`config.mk`:
```
export PLATFORM = sky130hd
export DESIGN_NAME = mac_mode_control
export DESIGN_NICKNAME = d
export VERILOG_FILES = /design/src/rtl/mac_pkg.sv /design/src/rtl/mac_mode_control.sv /design/src/rtl/mac_sequencer.sv
export SDC_FILE = /design/constraint.sdc
export NUM_CORES = 1
export LEC_CHECK = 0
export ABC_AREA = 1
export BUFFER_PORTS_ARGS = -buffer_cell sky130_fd_sc_hd__buf_2
export CAP_MARGIN = 40
export CORE_MARGIN = 4
export CORE_UTILIZATION = 55
export DETAILED_ROUTE_END_ITERATION = 16
export PLACE_DENSITY = 0.8
export SYNTH_ARGS = -nofsm -noshare
export SYNTH_HDL_FRONTEND = slang
export SYNTH_SLANG_ARGS = --single-unit
```
`constraint.sdc`:
```
create_clock -name REF_CLK -period 3.1 [get_ports REF_CLK]
set_input_delay 0.31 -clock REF_CLK [delete_from_list [all_inputs] [get_ports REF_CLK]]
set_output_delay 0.31 -clock REF_CLK [all_outputs]
set_load 0.03 [all_outputs]
```
`src/rtl/mac_pkg.sv`:
```
// constants, types and register map of the monitor converter mode control
//
// Summary of operation
// - snapshot enable set converts only the channel named by the select bits.
// - after a snapshot conversion the busy flag clears and the converter halts.
// - snapshot enable clear (reset) makes the converter scan all channels.
// - test mode bit halts conversions and opens result registers to writes.
// - page access bit (reset one) allows auto-increment multi-byte transfers.
// - bus-hang timer bit (reset one) arms the stuck-bus interface reset.
// - the two low control bits read zero and ignore writes.
// - with the page access bit set, each host-acknowledged read byte advances the pointer to the next register.
// - a Stop condition returns the register pointer to address zero.
// - the command byte loads only its low three bits into the pointer.
// - each low result byte shows a read-only busy flag in bit 3.
// - result registers 0 to 5 take host writes only in test mode.
`default_nettype none
package mac_pkg;

	// ****************************************************************
	// register map
	// ****************************************************************
	localparam logic [2:0] ADDR_SHUNT_HI   = 3'h0;
	localparam logic [2:0] ADDR_SUPPLY_HI  = 3'h2;
	localparam logic [2:0] ADDR_AUX_HI     = 3'h4;
	localparam logic [2:0] ADDR_CONTROL    = 3'h6;
	localparam logic [2:0] ADDR_RESERVED   = 3'h7;

	// ****************************************************************
	// control register fields
	// ****************************************************************
	localparam int SNAPSHOT_ENABLE_BIT    = 7;
	localparam int SEL_HI_BIT             = 6;
	localparam int SEL_LO_BIT             = 5;
	localparam int TEST_ENABLE_BIT        = 4;
	localparam int PAGE_ENABLE_BIT        = 3;
	localparam int HANG_ENABLE_BIT        = 2;
	localparam logic [7:0] CONTROL_WRITE_MASK = 8'hfc;
	localparam logic [7:0] CONTROL_RESET      = 8'h0c;
	localparam int BUSY_BIT               = 3;

	// ****************************************************************
	// channel codes
	// ****************************************************************
	localparam logic [1:0] CH_SHUNT  = 2'h0;
	localparam logic [1:0] CH_SUPPLY = 2'h1;
	localparam logic [1:0] CH_AUX    = 2'h2;
	localparam int NUM_CHANNELS      = 3;

	// ****************************************************************
	// bus and timing
	// ****************************************************************
	localparam logic [6:0] DEVICE_ADDR_DEFAULT = 7'h67;
	localparam int CLK_MHZ                     = 40;
	localparam int HANG_TIME_US                = 30000;
	localparam int HANG_CYCLES_DEFAULT         = HANG_TIME_US * CLK_MHZ;

	typedef struct packed {
		logic       start;
		logic [1:0] channel;
	} mac_conv_req_s;

	typedef struct packed {
		logic        done;
		logic [11:0] data;
	} mac_conv_res_s;

endpackage
`default_nettype wire

```
`src/rtl/mac_mode_control.sv`:
```
// two-wire slave with result registers and converter mode control register
`timescale 1ns/100ps
`default_nettype none
module mac_mode_control
	import mac_pkg::*;
#(
	parameter logic [6:0] DEVICE_ADDR = mac_pkg::DEVICE_ADDR_DEFAULT,
	parameter int         HANG_CYCLES = mac_pkg::HANG_CYCLES_DEFAULT
) (
	// clock and reset
	input  wire logic                   REF_CLK,
	input  wire logic                   RST_N,
	// serial bus
	input  wire logic                   SCL_IN,
	input  wire logic                   SDA_IN,
	output logic                        SDA_OUT,
	output logic                        SDA_OE,
	// converter
	output mac_pkg::mac_conv_req_s      CONV_REQ,
	input  wire mac_pkg::mac_conv_res_s CONV_RES,
	// busy view
	output logic [2:0]                  BUSY
);
	typedef enum logic [3:0] {
		ST_IDLE, ST_ADDR, ST_ACK_ADDR, ST_CMD, ST_ACK_CMD,
		ST_WR, ST_ACK_WR, ST_RD, ST_ACK_RD
	} mac_bus_state_e;

	// ****************************************************************
	// pin synchronisers and condition detect
	// ****************************************************************
	logic [1:0] scl_sync;
	logic [1:0] sda_sync;
	logic       scl_prev;
	logic       sda_prev;
	wire        scl = scl_sync[1];
	wire        sda = sda_sync[1];
	wire        scl_rise = scl && !scl_prev;
	wire        scl_fall = !scl && scl_prev;
	wire        start_cond = scl && scl_prev && sda_prev && !sda;
	wire        stop_cond = scl && scl_prev && !sda_prev && sda;

	always_ff @(posedge REF_CLK) begin
		if (!RST_N) begin
			scl_sync <= 2'h3;
			sda_sync <= 2'h3;
			scl_prev <= 1'b1;
			sda_prev <= 1'b1;
		end else begin
			scl_sync <= {scl_sync[0], SCL_IN};
			sda_sync <= {sda_sync[0], SDA_IN};
			scl_prev <= scl;
			sda_prev <= sda;
		end
	end

	// ****************************************************************
	// register bank
	// ****************************************************************
	logic [7:0]  control;
	logic [11:0] result [NUM_CHANNELS];
	logic [2:0]  ptr;
	logic [7:0]  shift;
	logic        wr_strobe;
	logic        upd_valid;
	logic [1:0]  upd_channel;
	logic [2:0]  busy;

	wire         test_mode = control[TEST_ENABLE_BIT];
	wire         page_en = control[PAGE_ENABLE_BIT];
	wire         hang_en = control[HANG_ENABLE_BIT];
	wire  [1:0]  wr_chan = ptr[2:1];
	wire  [7:0]  next_control = shift & CONTROL_WRITE_MASK;
	wire         ctrl_write = wr_strobe && ptr == ADDR_CONTROL;
	wire         res_write = wr_strobe && ptr < ADDR_CONTROL
		&& test_mode;
	wire         snap_request = ctrl_write
		&& next_control[SNAPSHOT_ENABLE_BIT];
	// a snapshot write flags the channel it names, not the old one
	wire  [1:0]  sel_now = ctrl_write
		? next_control[SEL_HI_BIT:SEL_LO_BIT]
		: control[SEL_HI_BIT:SEL_LO_BIT];
	wire  [1:0]  rd_chan = ptr[2:1];
	wire  [7:0]  rd_hi = result[rd_chan][11:4];
	wire  [7:0]  rd_lo = {result[rd_chan][3:0], busy[rd_chan],
		3'h0};
	wire  [7:0]  rd_byte = (ptr == ADDR_CONTROL) ? control
		: (ptr == ADDR_RESERVED) ? 8'h00
		: ptr[0] ? rd_lo : rd_hi;

	always_ff @(posedge REF_CLK) begin
		if (!RST_N) begin
			control <= CONTROL_RESET;
			for (int i = 0; i < NUM_CHANNELS; i++) begin
				result[i] <= 12'h000;
			end
		end else begin
			if (ctrl_write) begin
				control <= next_control;
			end
			if (upd_valid && !test_mode) begin
				result[upd_channel] <= CONV_RES.data;
			end
			if (res_write) begin
				if (ptr[0]) begin
					result[wr_chan][3:0] <= shift[7:4];
				end else begin
					result[wr_chan][11:4] <= shift;
				end
			end
		end
	end

	mac_sequencer u_seq (
		.ref_clk                  (REF_CLK),
		.rst_n                    (RST_N),
		.snapshot_enable          (control[SNAPSHOT_ENABLE_BIT]),
		.snapshot_channel_sel     (sel_now),
		.result_write_test_enable (test_mode),
		.snap_request             (snap_request),
		.conv_req                 (CONV_REQ),
		.conv_res                 (CONV_RES),
		.upd_valid                (upd_valid),
		.upd_channel              (upd_channel),
		.busy                     (busy)
	);

	// ****************************************************************
	// bus-hang timer
	// ****************************************************************
	logic [31:0] hang_count;
	mac_bus_state_e state;
	wire hang_reset = hang_en && hang_count == 32'(HANG_CYCLES);

	always_ff @(posedge REF_CLK) begin
		if (!RST_N) begin
			hang_count <= 32'h0;
		end else if (!hang_en || scl || state == ST_IDLE || hang_reset) begin
			hang_count <= 32'h0;
		end else begin
			hang_count <= hang_count + 32'h1;
		end
	end

	// ****************************************************************
	// serial slave
	// ****************************************************************
	logic [2:0] bit_count;
	logic       got_byte;
	logic       rw;
	logic       wrote;
	logic       host_ack;
	logic [7:0] tx;
	wire        receiving = state == ST_ADDR || state == ST_CMD
		|| state == ST_WR;
	wire        can_write = page_en || !wrote;

	assign wr_strobe = scl_fall && state == ST_WR && got_byte && can_write;

	always_ff @(posedge REF_CLK) begin
		if (!RST_N) begin
			state     <= ST_IDLE;
			ptr       <= 3'h0;
			shift     <= 8'h00;
			bit_count <= 3'h0;
			got_byte  <= 1'b0;
			rw        <= 1'b0;
			wrote     <= 1'b0;
			host_ack  <= 1'b0;
			tx        <= 8'h00;
			SDA_OUT   <= 1'b0;
			SDA_OE    <= 1'b0;
			BUSY      <= 3'h0;
		end else begin
			BUSY <= busy;
			if (stop_cond || hang_reset) begin
				state  <= ST_IDLE;
				ptr    <= 3'h0;
				SDA_OE <= 1'b0;
			end else if (start_cond) begin
				state     <= ST_ADDR;
				bit_count <= 3'h0;
				got_byte  <= 1'b0;
				SDA_OE    <= 1'b0;
			end else if (scl_rise) begin
				if (receiving) begin
					shift     <= {shift[6:0], sda};
					bit_count <= bit_count + 3'h1;
					got_byte  <= bit_count == 3'h7;
				end else if (state == ST_RD) begin
					bit_count <= bit_count + 3'h1;
					got_byte  <= bit_count == 3'h7;
				end else if (state == ST_ACK_RD) begin
					host_ack <= !sda;
					if (!sda && page_en) begin
						ptr <= ptr + 3'h1;
					end
				end
			end else if (scl_fall) begin
				case (state)
					ST_ADDR: if (got_byte) begin
						got_byte <= 1'b0;
						if (shift[7:1] == DEVICE_ADDR) begin
							rw     <= shift[0];
							SDA_OE <= 1'b1;
							state  <= ST_ACK_ADDR;
						end else begin
							state <= ST_IDLE;
						end
					end
					ST_ACK_ADDR: begin
						if (rw) begin
							tx        <= rd_byte;
							SDA_OE    <= !rd_byte[7];
							bit_count <= 3'h0;
							state     <= ST_RD;
						end else begin
							SDA_OE <= 1'b0;
							state  <= ST_CMD;
						end
					end
					ST_CMD: if (got_byte) begin
						got_byte <= 1'b0;
						ptr      <= shift[2:0];
						SDA_OE   <= 1'b1;
						state    <= ST_ACK_CMD;
					end
					ST_ACK_CMD: begin
						SDA_OE <= 1'b0;
						wrote  <= 1'b0;
						state  <= ST_WR;
					end
					ST_WR: if (got_byte) begin
						got_byte <= 1'b0;
						SDA_OE   <= can_write;
						state    <= ST_ACK_WR;
					end
					ST_ACK_WR: begin
						SDA_OE <= 1'b0;
						if (page_en) begin
							ptr <= ptr + 3'h1;
						end
						wrote <= 1'b1;
						state <= ST_WR;
					end
					ST_RD: begin
						if (got_byte) begin
							got_byte <= 1'b0;
							SDA_OE   <= 1'b0;
							state    <= ST_ACK_RD;
						end else begin
							tx     <= {tx[6:0], 1'b0};
							SDA_OE <= !tx[6];
						end
					end
					ST_ACK_RD: begin
						if (host_ack) begin
							tx        <= rd_byte;
							SDA_OE    <= !rd_byte[7];
							bit_count <= 3'h0;
							state     <= ST_RD;
						end else begin
							state <= ST_IDLE;
						end
					end
					default: state <= ST_IDLE;
				endcase
			end
		end
	end
endmodule
`default_nettype wire

```
`src/rtl/mac_sequencer.sv`:
```
// converter sequencer: free-running scan, snapshot and test-mode halt
`timescale 1ns/100ps
`default_nettype none
module mac_sequencer
	import mac_pkg::*;
(
	// clock and reset
	input  wire logic                     ref_clk,
	input  wire logic                     rst_n,
	// mode control
	input  wire logic                     snapshot_enable,
	input  wire logic [1:0]               snapshot_channel_sel,
	input  wire logic                     result_write_test_enable,
	input  wire logic                     snap_request,
	// converter
	output mac_pkg::mac_conv_req_s        conv_req,
	input  wire mac_pkg::mac_conv_res_s   conv_res,
	// result update
	output logic                          upd_valid,
	output logic [1:0]                    upd_channel,
	output logic [NUM_CHANNELS-1:0]       busy
);
	typedef enum logic [1:0] {SQ_IDLE, SQ_WAIT} mac_seq_state_e;

	mac_seq_state_e state;
	logic           snap_pending;
	logic [1:0]     scan_channel;
	logic [1:0]     snap_channel;
	logic [1:0]     next_scan;

	// unused code 3 falls back to the shunt channel
	assign snap_channel = (snapshot_channel_sel == 2'h3) ? CH_SHUNT
		: snapshot_channel_sel;
	assign next_scan = (conv_req.channel == CH_AUX) ? CH_SHUNT
		: conv_req.channel + 2'h1;

	always_ff @(posedge ref_clk) begin
		if (!rst_n) begin
			state        <= SQ_IDLE;
			snap_pending <= 1'b0;
			scan_channel <= CH_SHUNT;
			conv_req     <= '0;
			upd_valid    <= 1'b0;
			upd_channel  <= CH_SHUNT;
			busy         <= '0;
		end else begin
			conv_req.start <= 1'b0;
			upd_valid      <= 1'b0;
			if (snap_request) begin
				snap_pending       <= 1'b1;
				busy[snap_channel] <= 1'b1;
			end
			case (state)
				SQ_IDLE: begin
					if (result_write_test_enable) begin
						state <= SQ_IDLE;
					end else if (snapshot_enable) begin
						if (snap_pending && !snap_request) begin
							conv_req.start   <= 1'b1;
							conv_req.channel <= snap_channel;
							snap_pending     <= 1'b0;
							state            <= SQ_WAIT;
						end
					end else begin
						conv_req.start   <= 1'b1;
						conv_req.channel <= scan_channel;
						state            <= SQ_WAIT;
					end
				end
				SQ_WAIT: begin
					if (conv_res.done) begin
						upd_valid   <= 1'b1;
						upd_channel <= conv_req.channel;
						// a scan result must not clear a snapshot still waiting
						if (!((snap_request || snap_pending)
								&& snap_channel == conv_req.channel)) begin
							busy[conv_req.channel] <= 1'b0;
						end
						scan_channel <= next_scan;
						state        <= SQ_IDLE;
					end
				end
				default: state <= SQ_IDLE;
			endcase
		end
	end
endmodule
`default_nettype wire

```
== Yosys cells after proc, flatten, opt, wreduce, memory -nomap -nowiden ==
Memory sizes are Yosys's and may differ from the RTL's. A register that Yosys moved wholly into a read port is not among the register bits.
Cells that the tools add are included.
Word-level totals
  flip-flop bits (word level): 91
  latch bits: 0
  bits in writable memories: 36
  memory bits (read-only): 0
  input port bits: 17
  output and inout bits: 8
  word-level logic and storage cells: 260
  memories: 1
Operators by class
  add/subtract/negate cells: 4
  multiply operators: 0
  divide/modulo/power cells: 0
  magnitude comparators: 6
  equality and inequality tests: 42
  shift operators: 0
  mux-type cells: 97
  bitwise logic cells: 11
  reduce and logical (&&, ||, !) cells: 73
Memories
  result: depth 3, width 12, rd ports 1, clocked after memory_dff 1, write ports 3, RTL line mac_mode_control.sv:61  | logic [11:0] result [NUM_CHANNELS];
Operators by type and width (number)
  $mux W3: 24
  $mux W1: 38
  $add A32 B1 Y32 const B: 1
  $eq A32 B21 Y1 const B: 1
  $pmux W4 S7: 1
  $mux W2: 13
  $mux W12: 2
  $mux W8: 3
  $reduce_and A6 Y1: 4
  $reduce_or A12 Y1: 2
  $logic_and A1 B1 Y1: 21
  $mux W7: 3
  $pmux W7 S3: 1
  $ne A2 B2 Y1 const B: 10
  $ne A3 B3 Y1 const B: 6
  $eq A4 B3 Y1 const B: 4
  $mux W4: 4
  $reduce_and A8 Y1: 2
  $pmux W3 S2: 2
  $reduce_bool A3 Y1: 4
  $logic_not A1 Y1: 10
  $ne A2 B1 Y1 const B: 5
  $eq A3 B3 Y1 const B: 3
  $lt A2 B3 Y1 const B: 3
  other kinds (38): 66

== Depth between registers and ports, before layout ==
Gate-level depths: netlist of run 1.
  word-level depth: 20
  mapped depth: 14
  depth with buffers taken out: 14

== Cells and area by module ==
Synthesis of run 1 repeated with hierarchy kept, for this count alone.
Unflattened totals
  cells, all modules: 1017
  area total of the unflattened synthesis: 7270.7 um^2
By module, submodules not included
  mac_mode_control: instances 1, cells each 938, area an instance 6701.4 um^2, sequential area each 3022.9 um^2
  mac_sequencer: instances 1, cells each 79, area an instance 569.3 um^2, sequential area each 260.2 um^2

== Least setup slack after synthesis of run 1 ==
No wires, ideal clock.
  path type: register -> register
  start: register ptr[0]
  end: register u_seq.busy[0]
  setup time: 0.079 ns
  arrival: 2.357 ns
  data required time: 3.021 ns
  setup slack: 0.664 ns
  cell stages (with the launch flop): 15
  buffers on the path: 0
  clock period less this slack: 2.436 ns
  cells stage by stage: dfxtp_1 inv_1 ha_1 nand2_1 clkinv_1 nand2_1 inv_1 or2_2 o21ai_0 inv_1 ha_1 xor2_1 nor2_1 o21ai_0 a22oi_1
Between the ends
  cells in the longest elaborated chain, start to end: 16
  elaborated cells on any way between the ends: 21
  classes of those cells: 2 x order compare; 3 x eq/ne; 9 x mux; 2 x bitwise; 5 x reduce/logical
Ends and longest elaborated chain
  from (decl): RTL line mac_mode_control.sv:62  | logic [2:0] ptr;
  from (signal assigned): RTL line mac_mode_control.sv:196  | ptr <= ptr + 3'h1;
  from (signal assigned): RTL line mac_mode_control.sv:224  | ptr <= shift[2:0];
  from (signal assigned): RTL line mac_mode_control.sv:241  | ptr <= ptr + 3'h1;
  $eq A3 B3 Y1 (*): RTL line mac_mode_control.sv:74  | wire ctrl_write = wr_strobe && ptr == ADDR_CONTROL;
  $logic_and A1 B1 Y1 (*): RTL line mac_mode_control.sv:74
  $mux W2: RTL line mac_mode_control.sv:81  | ? next_control[SEL_HI_BIT:SEL_LO_BIT]
  $eq A2 B2 Y1: RTL line mac_sequencer.sv:32  | assign snap_channel = (snapshot_channel_sel == 2'h3) ? CH_SHUNT
  $mux W2: RTL line mac_sequencer.sv:32
  $lt A2 B3 Y1 (implied by the code) or $ge A2 B1 Y1 (tied branches): RTL line mac_sequencer.sv:51  | busy[snap_channel] <= 1'b1;
  $logic_and A1 B1 Y1 (implied by the code): RTL line mac_sequencer.sv:51
  $mux W1 (implied by the code): RTL line mac_sequencer.sv:51
  $demux W1 S2
  $or A3 B3 Y3 (no line)
  $mux W3: RTL line mac_sequencer.sv:49  | if (snap_request) begin
  $mux W3: RTL line mac_sequencer.sv:38  | if (!rst_n) begin
  $and A3 B3 Y3 (no line)
  $mux W3: RTL line mac_sequencer.sv:75  | if (!((snap_request || snap_pending)
  $mux W3: RTL line mac_sequencer.sv:71  | if (conv_res.done) begin
  $mux W3 (*): RTL line mac_sequencer.sv:53  | case (state)
  to (signal assigned): RTL line mac_sequencer.sv:45  | busy <= '0;
  to (signal, indexed assignment): RTL line mac_sequencer.sv:51
  to (signal, indexed assignment): RTL line mac_sequencer.sv:77  | busy[conv_req.channel] <= 1'b0;
  to (decl): RTL line mac_sequencer.sv:21  | output logic [NUM_CHANNELS-1:0] busy
Every way passes the cells marked *; elsewhere a longest branch is shown, timed or not. The select of a mux whose other input is x is not followed.
A chain may end at the register's enable or synchronous reset.

== Final worst setup path of run 1 ==
Ends and elaborated chain as after synthesis.

==> flow_metrics.env, run 1 <==
export IMPL_status="finished clean"
export IMPL_cts_tree="yes"
export IMPL_powerDensity_mw_per_mm2=498.9
export IMPL_drt_iter0_drc=672
export IMPL_ctsLongestPathBuffers=2
export IMPL_p_leak_nw=3.455
export IMPL_die_width_microns=122.2
export IMPL_holdBufCountCts=0
export IMPL_core_area_sq_mm=0.01267
export IMPL_synth_area_leaders="dfxtp_1, edfxtp_1, nand2_1, nor2_1, inv_1"
export IMPL_cts_resized=0
export IMPL_yosysMostFrequentCell="nand2_1"
export IMPL_ys_top_cells_by_count="nand2_1, nor2_1, inv_1, dfxtp_1"
export IMPL_syn_num_nets=1024
export IMPL_slowest_delay_ps=420
export IMPL_crit_top_cell="inv_1"
export IMPL_num_io_pins=25
export IMPL_synth_area_sq_mm=0.007168
export IMPL_multi_input_area_sq_mm=0.003292
export IMPL_grt_remaining_overflow=0
export IMPL_grt_max_degree=35
export IMPL_nets=1050
export IMPL_drc=0
export IMPL_muxShareOfSynthArea_pct=0
export IMPL_crit_path_end_kind="flop"
export IMPL_start_kind="flop"
export IMPL_antenna_left=0
export IMPL_syn_avg_cell_area_sq_um=7.204
export IMPL_fin_crit_ps=2732
export IMPL_drt_total_wl_microns=16680
export IMPL_synth_top_area_cell="dfxtp_1"
export IMPL_synthAdderAreaFrac_pct=2.095
export IMPL_ys_types=38
export IMPL_clk_pin_slew_ps=60
export IMPL_cp_arrival_ps=3060
export IMPL_cts_setup_buffers=0
export IMPL_viasPerCell=5.333
export IMPL_hold_viol=0
export IMPL_drive_gt1_share_pct=8.607
export IMPL_n_fill_cell=1141
export IMPL_numCtsBuffers=17
export IMPL_antenna_found_initial=0
export IMPL_drt_pass1_iter_count=6
export IMPL_critPathKind="flop to flop"
export IMPL_synth_main_ff_cell="dfxtp_1"
export IMPL_start_util_pct=56.57
export IMPL_synth_edf_count=48
export IMPL_cts_root_buf="clkbuf_16"
export IMPL_synth_top_family_by_area="simple AND/OR/NAND/NOR gates"
export IMPL_synth_simple_gate_area_share_pct=32.43
export IMPL_synth_top_area_share_pct=25.69
export IMPL_grt_pass1_vias=5862
export IMPL_htreeDepth=4
export IMPL_port_buffers=23
export IMPL_drv_cap=0
export IMPL_hp_class="input port to flop"
export IMPL_netlist_instances=995
export IMPL_async_reset_ff_share_pct=0
export IMPL_fin_util_pct=63.19
export IMPL_dieArea_sq_mm=0.01492
export IMPL_slowest_stage="dfxtp_1"
export IMPL_synth_compound_area_share_pct=10.25
export IMPL_finalCritPeriodShare_pct=88.13
export IMPL_synth_seq_cells=140
export IMPL_clock_skew_ps=14.57
export IMPL_required_ps=3430
export IMPL_peakVddDrop_mv=0.4534
export IMPL_grt_use_total_pct=23.47
export IMPL_grt_pass1_wl_microns=27540
export IMPL_clock_latency_ps=430
export IMPL_slew_violations=0
export IMPL_antenna_cells=0
export IMPL_num_rows=41
export IMPL_fmax_mhz=366.0
export IMPL_synth_xor_area_share_pct=1.100
export IMPL_cp_max_fo=8
export IMPL_slew_limit_headroom_pct=53.89
export IMPL_report_final_setup_viol=0
export IMPL_dp_hpwl_microns=12240
export IMPL_cts_sinks=140
export IMPL_min_path_cells=2
export IMPL_vias=6431
export IMPL_area_delta_synth_final_pct=11.69
export IMPL_fin_tns_setup_ps=0
export IMPL_yosysWarnings=0
export IMPL_worst_pin_slew_ps=690.8
export IMPL_synth_seq_area_share_pct=45.80
export IMPL_rr_worst_depth=14
export IMPL_wl_per_cell_microns=13.83
export IMPL_rsz0062_at_grt="false"
export IMPL_crit_chain="inv_1 -> ha_1 -> nand2_1 -> clkinv_1 -> nand2_1 -> inv_1 -> or2_2 -> o21ai_0 -> inv_1 -> ha_1 -> xor2_1 -> nor2_1 -> o21ai_0 -> a22oi_1"
export IMPL_die_h_microns=122.2
export IMPL_routabilityCongestion=0.9157
export IMPL_seqCellArea_sq_mm=0.003283
power by group:
group / total [W] / switching, W / internal (W)
clock: 0.00186 / 0.000823 / 0.00103
sequential: 0.00195 / 0.0000207 / 0.00193
combinational: 0.000187 / 0.000129 / 0.0000579
total: 0.00399 / 0.000972 / 0.00302
layout by cell type (no fill, tap or decap), drive strengths merged, types with 10 or more instances in the layout:
cell,Yosys,layout
clkbuf,17,18
o21ai,54,54
nand4,18,18
nand3,51,51
nand2,238,238
nor3,22,22
ha,12,12
or2,10,10
edfxtp,48,48
nor2,203,203
a21oi,51,51
inv,125,131
dfxtp,92,92
buf,10,34
sequential cells by signal, summed over array words and instances, names as in the netlist, 2 cells and up, named ones only:
signal              count
bit_count               3
shift                   8
u_seq.busy              3
u_seq.scan_channel      2
result                 48
u_seq.conv_req          3
sda_sync                2
state                   4
u_seq.upd_channel       2
tx                      7
ptr                     3
scl_sync                2
control                 6
hang_count             32
BUSY                    3
through the flow:
stage | setup WS [ps] | cell area, sq um | power, W | hold slack (ps) | instances
CTS | 385.8 | 8006 | 0.004017 | 49.00 | 1206
global route | 79.71 | 8006 | 0.004130 | 58.63 | 1206
floorplan | 663.5 | 7168 | 0.002118 | 392.5 | 995
finish | 367.8 | 8006 | 0.003994 | 65.18 | 1206
detailed placement | 480.8 | 7468 | 0.002176 | 399.9 | 1174
global placement | 618.0 | 7453 | 0.002174 | 394.2 | 1173
worst paths after layout:
path / endpoint / startpoint / slack [ps]
setup reg to reg: u_seq.busy[0] / ptr[0] / 370
setup / recovery: u_seq.busy[0] / ptr[0] / 370
hold / removal: scl_sync[0] / SCL_IN / 70
hold reg to reg: sda_sync[1] / sda_sync[0] / 410
logic make-up (layout without fill, tap and decap cells):
kind of cell,Yosys count,count (layout)
AOI/OAI and AO/OA,131,131
and+or+nand+nor,549,549
xor gates and xnor gates,9,9
adders and majority gates,12,12
buffers and inverters,153,192
other,1,1
DFF,140,140
worst max-delay path: cells and delay by family (launching register included):
kind	cells	cell delay (ps)
and+or+nand+nor	4	620
AOI/OAI and AO/OA	3	540
adders and majority gates	2	470
DFF	1	420
buffers and inverters	4	420
xor gates and xnor gates	1	150
layer usage:
metal	global-route usage, %	part of all wire, %
met5	0	0
met4	9.097	1.8
met3	4.782	5.0
met2	38.57	47
met1	30.53	46
area by class of cell:
| class | count | share of cell area (%) |
|---|---|---|
| sequential | 140 | 41.01 |
| timing repair buffer | 34 | 2.563 |
| tap | 172 | 2.688 |
| inverter | 126 | 5.907 |
| clock inverter | 14 | 1.360 |
| multi-input combinational | 702 | 41.12 |
| clock buffer | 18 | 5.360 |
No activity file was read; power rests on OpenSTA's default activity.
==> inputs of run 2 (changes only) <==
--- a/config.mk
+++ b/config.mk
@@ -10,6 +10,7 @@
 export CAP_MARGIN = 40
 export CORE_MARGIN = 4
 export CORE_UTILIZATION = 55
+export CTS_BUF_LIST = sky130_fd_sc_hd__clkbuf_16
 export DETAILED_ROUTE_END_ITERATION = 16
 export PLACE_DENSITY = 0.8
 export SYNTH_ARGS = -nofsm -noshare
==> run 2 against run 1 <==
- sequential cell count unchanged
- clock-buffer cell count is 1 lower
- critical path depth is the same
- fmax barely moved
- register-to-register slack about the same
- wire length rose by 0.32%
- clock skew shrank 2.5 ps
- die area is the same
- highest routed layer unchanged
==> flow_metrics.env, run 2 (synthesis gave the netlist of run 1 again) <==
export IMPL_start_kind="flop"
export IMPL_top_register="result"
export IMPL_critPathKind="flop to flop"
export IMPL_dieArea_sq_mm=0.01492
export IMPL_rr_worst_depth=14
export IMPL_p_switching_w=0.0009780
export IMPL_grt_use_total_pct=23.47
export IMPL_num_rows=41
export IMPL_core_area_sq_mm=0.01267
export IMPL_finalCritPeriodShare_pct=88.13
export IMPL_num_io_pins=25
export IMPL_dp_hpwl_microns=12240
export IMPL_pwr_share_clk_pct=46.5
export IMPL_rsz0062_at_grt="false"
export IMPL_antenna_cells=0
export IMPL_min_path_cells=2
export IMPL_numCtsBuffers=17
export IMPL_nets=1050
export IMPL_placed_area_sq_mm=0.007468
export IMPL_cp_arrival_ps=3060
export IMPL_fin_tns_setup_ps=0
export IMPL_internal_power_w=0.003019
export IMPL_drive_gt1_share_pct=8.607
export IMPL_grt_pass1_vias=5862
export IMPL_antenna_left=0
export IMPL_fin_crit_ps=2732
export IMPL_reg_largest_list="result: 48 flops, hang_count: 32 flops, shift: 8 flops"
export IMPL_clock_skew_ps=12.09
export IMPL_finalInstanceArea_sq_mm=0.008006
export IMPL_final_common_cell="nand2_1"
export IMPL_viasPerCell=5.351
export IMPL_report_final_setup_viol=0
export IMPL_routabilityCongestion=0.9157
export IMPL_peakVddDrop_mv=0.4532
export IMPL_cts_tree="yes"
export IMPL_grt_remaining_overflow=0
export IMPL_start_util_pct=56.57
export IMPL_worst_pin_slew_ps=699.6
export IMPL_p_leak_nw=3.459
export IMPL_hold_viol=0
export IMPL_worstHoldStart="SCL_IN"
export IMPL_drv_cap=0
export IMPL_slew_limit_headroom_pct=53.31
export IMPL_layout_common_cells="nand2_1, nor2_1, inv_1"
export IMPL_seqCellArea_sq_mm=0.003283
export IMPL_clock_latency_ps=430
export IMPL_fin_util_pct=63.19
export IMPL_wl_per_cell_microns=13.87
export IMPL_die_h_microns=122.2
export IMPL_fmax_mhz=366.0
export IMPL_cts_setup_buffers=0
export IMPL_cp_max_fo=8
export IMPL_vias=6453
export IMPL_total_power_w=0.003997
export IMPL_multi_input_area_sq_mm=0.003292
export IMPL_powerDensity_mw_per_mm2=499.2
export IMPL_largest_reg_flops=48
export IMPL_n_fill_cell=1141
export IMPL_r2r_start="ptr[0]"
export IMPL_cts_resized=0
export IMPL_drt_total_wl_microns=16730
export IMPL_drt_pass1_iter_count=5
export IMPL_antenna_found_initial=0
export IMPL_p_sw_share_pct=24.47
export IMPL_die_width_microns=122.2
export IMPL_p_seq_share_pct=48.8
export IMPL_worstReg2RegEnd="u_seq.busy[0]"
export IMPL_area_delta_synth_final_pct=11.69
export IMPL_port_buffers=23
export IMPL_clk_pin_slew_ps=60
export IMPL_grt_max_degree=35
export IMPL_drt_iter0_drc=680
export IMPL_htreeDepth=4
export IMPL_holdBufCountCts=0
export IMPL_drc=0
export IMPL_ctsLongestPathBuffers=2
export IMPL_comb_power_share_pct=4.7
export IMPL_crit_path_end_kind="flop"
export IMPL_cts_root_buf="clkbuf_16"
export IMPL_hp_class="input port to flop"
export IMPL_status="finished clean"
export IMPL_slew_violations=0
export IMPL_reg2reg_slack_ps=370
export IMPL_grt_pass1_wl_microns=27540
export IMPL_cts_sinks=140
export IMPL_whs_endpoint="scl_sync[0]"
export IMPL_required_ps=3430
==> run 2: power groups by stage <==
stage / logic, W / clock network, W / registers [W]
finish: 0.000187 / 0.00186 / 0.00195
global route: 0.000212 / 0.00196 / 0.00195
CTS: 0.000186 / 0.00188 / 0.00195
detailed placement: 0.000185 / 0 / 0.00199
global placement: 0.000183 / 0 / 0.00199
floorplan: 0.000126 / 0 / 0.00199
==> run 2: final cells by class <==
class,count,area share [%]
multi-input combinational,702,41.12
clock inverter,15,1.406
timing repair buffer,34,2.563
sequential,140,41.01
tap,172,2.688
inverter,126,5.907
clock buffer,17,5.313
==> run 2: how the worst max path moves through the flow <==
stage                       from            end  slack, ps  cells after the start
final                     ptr[0]  u_seq.busy[0]        370                     14
after global routing      ptr[0]  u_seq.busy[0]         80                     14
after CTS                 ptr[0]  u_seq.busy[0]        390                     14
after detailed placement  ptr[0]  u_seq.busy[2]        480                     14
after global placement    ptr[0]  u_seq.busy[1]        620                     14
after floorplan           ptr[0]  u_seq.busy[0]        660                     14
==> run 2: stage by stage <==
step,worst slack [ps],hold WS (ps),instances
2_1_floorplan,663.5,392.5,995
3_3_place_gp,618.0,394.2,1173
3_5_place_dp,480.8,399.9,1174
4_1_cts,385.8,49.00,1206
5_1_grt,79.71,58.63,1206
6_report,367.9,63.50,1206
==> run 2: per-layer routing <==
layer,GRT usage [%],share of wire [%]
met4,9.097,1.9
met3,4.782,4.9
met5,0,0
met1,30.53,46
met2,38.57,47
==> run 2: critical path, cell delays in order (launching register included) <==
cell      delay (ps)
dfxtp_1          420
inv_1            150
ha_1             220
nand2_1           70
clkinv_1          80
nand2_1          180
inv_1            110
or2_2            280
o21ai_0          160
inv_1             80
ha_1             250
xor2_1           150
nor2_1            90
o21ai_0          160
a22oi_1          220
==> inputs of run 3 (changes only) <==
--- a/config.mk
+++ b/config.mk
@@ -7,7 +7,7 @@
 export LEC_CHECK = 0
 export ABC_AREA = 1
 export BUFFER_PORTS_ARGS = -buffer_cell sky130_fd_sc_hd__buf_2
-export CAP_MARGIN = 40
+export CAP_MARGIN = 25
 export CORE_MARGIN = 4
 export CORE_UTILIZATION = 55
 export CTS_BUF_LIST = sky130_fd_sc_hd__clkbuf_16
==> constraint.sdc (replaced) <==
create_clock -name REF_CLK -period 3.1 [get_ports REF_CLK]
set_input_delay 0.62 -clock REF_CLK [delete_from_list [all_inputs] [get_ports REF_CLK]]
set_output_delay 0.62 -clock REF_CLK [all_outputs]
set_load 0.03 [all_outputs]
==> run 3 against run 2 <==
- sequential share of layout area did not move
- hold slack improved by 310 ps
- global-route usage rose by 0.70 points
- fmax fell by 0.72%
- setup slack got worse by 20 ps
- final area did not move
- total power rose by 1.6%
- critical path depth did not move
- clock skew fell by 2.0 ps
- core utilization did not move
- clock-buffer cell count did not move
- critical endpoint unchanged
==> flow_metrics.env, run 3 (synthesis gave the netlist of run 1 again) <==
export IMPL_routabilityCongestion=0.9009
export IMPL_clock_skew_ps=10.06
export IMPL_grt_use_total_pct=24.17
export IMPL_status="finished clean"
export IMPL_layout_common_cells="nand2_1, nor2_1, inv_1"
export IMPL_fin_crit_ps=2752
export IMPL_port_buffers=23
export IMPL_n_fill_cell=1166
export IMPL_fmax_mhz=363.4
export IMPL_cts_sinks=140
export IMPL_cts_setup_buffers=0
export IMPL_rsz0062_at_grt="false"
export IMPL_worst_pin_slew_ps=781.1
export IMPL_hp_class="input port to flop"
export IMPL_reg_largest_list="result: 48 flops, hang_count: 32 flops, shift: 8 flops"
export IMPL_grt_max_degree=33
export IMPL_antenna_cells=0
export IMPL_drive_gt1_share_pct=8.809
export IMPL_antenna_left=0
export IMPL_area_delta_synth_final_pct=11.69
export IMPL_grt_util_met2_pct=39.99
export IMPL_final_common_cell="nand2_1"
export IMPL_crit_path_end_kind="flop"
export IMPL_die_h_microns=122.2
export IMPL_viasPerCell=5.316
export IMPL_use_met1_pct=30.81
export IMPL_slew_limit_headroom_pct=47.80
export IMPL_clk_pin_slew_ps=60
export IMPL_antenna_found_initial=0
export IMPL_cp_max_fo=8
export IMPL_vias=6406
export IMPL_seqCellArea_sq_mm=0.003283
export IMPL_dieArea_sq_mm=0.01492
export IMPL_nets=1049
export IMPL_slew_violations=0
export IMPL_num_io_pins=25
export IMPL_cts_tree="yes"
export IMPL_ctsLongestPathBuffers=2
export IMPL_start_kind="flop"
export IMPL_p_leak_nw=3.469
export IMPL_drt_iter0_drc=494
export IMPL_wl_per_cell_microns=14.10
export IMPL_clock_latency_ps=430
export IMPL_drv_cap=0
export IMPL_powerDensity_mw_per_mm2=507.0
export IMPL_drt_total_wl_microns=16990
export IMPL_dp_hpwl_microns=12430
export IMPL_htreeDepth=4
export IMPL_num_rows=41
export IMPL_finalCritPeriodShare_pct=88.77
export IMPL_grt_remaining_overflow=0
export IMPL_core_area_sq_mm=0.01267
export IMPL_multi_input_area_sq_mm=0.003292
export IMPL_grt_pass1_vias=6116
export IMPL_cp_arrival_ps=3090
export IMPL_top_usage_layer="met2"
export IMPL_cts_resized=0
export IMPL_largest_reg_flops=48
export IMPL_cts_root_buf="clkbuf_16"
export IMPL_die_width_microns=122.2
export IMPL_whs_ps=375.6
export IMPL_critPathKind="flop to flop"
export IMPL_hold_viol=0
export IMPL_use_met3_pct=5.107
export IMPL_report_final_setup_viol=0
export IMPL_fin_tns_setup_ps=0
export IMPL_drt_pass1_iter_count=9
export IMPL_holdBufCountCts=0
export IMPL_numCtsBuffers=17
export IMPL_peakVddDrop_mv=0.3832
export IMPL_top_register="result"
export IMPL_required_ps=3440
export IMPL_drc=0
export IMPL_start_util_pct=56.57
export IMPL_grt_pass1_wl_microns=28580
==> run 3: cell count changes in the layout (fill, tap and decap cells not counted), sizes merged <==
cell      delta
clkinv       +1
inv          +1
buf          -1
clkinvlp     -2
==> run 3: layout make-up <==
class / count / share of cell area [%]
Tap cell: 172 / 2.688
Inverter: 126 / 5.907
Multi-Input combinational cell: 702 / 41.12
Timing Repair Buffer: 33 / 2.375
Sequential cell: 140 / 41.01
Clock inverter: 15 / 1.594
Clock buffer: 17 / 5.313
==> run 3: per-stage QoR <==
step	std cells	setup WS [ps]	power [W]	area (sq um)	utilization, %
after floorplan	995	537.5	0.002118	7168	-
after global placement	1173	452.1	0.002175	7453	58.82
after detailed placement	1173	384.9	0.002179	7453	58.82
after CTS	1205	377.8	0.004076	8006	63.19
after global routing	1205	107.7	0.004193	8006	63.19
final	1205	348.1	0.004059	8006	63.19
==> run 3: report_power, final <==
group / total, W / internal (W) / switching, W
Sequential: 0.00195 / 0.00193 / 0.0000208
Clock: 0.00192 / 0.00105 / 0.000868
Combinational: 0.000190 / 0.0000585 / 0.000132
Total: 0.00406 / 0.00304 / 0.00102
==> run 3: routing by layer <==
metal  part of all wire [%]  wire, microns  vias up
li1                       -              -     3241
met1                     44           7491     2901
met2                     48           8089      221
met3                    5.5            932       43
met4                    2.8            472        0
met5                      0              0        -
==> run 3: worst max-delay path: stages (launching register included) <==
cell and delay [ps]:
dfxtp_1 440, inv_1 170, ha_1 230, nand2_1 60, clkinv_1 70, nand2_1 190, inv_1 110, or2_2 280
o21ai_0 150, inv_1 80, ha_1 230, xor2_1 160, nor2_1 110, o21ai_0 180, a22oi_1 200
==> run 3: worst paths after layout <==
path	to	cells past startpoint	slack [ps]	start
worst min-delay path	sda_sync[0]	2	380	SDA_IN
worst max-delay path	u_seq.busy[0]	14	350	ptr[0]
worst min register to register	scl_sync[1]	1	420	scl_sync[0]
worst max register to register	u_seq.busy[0]	14	350	ptr[0]
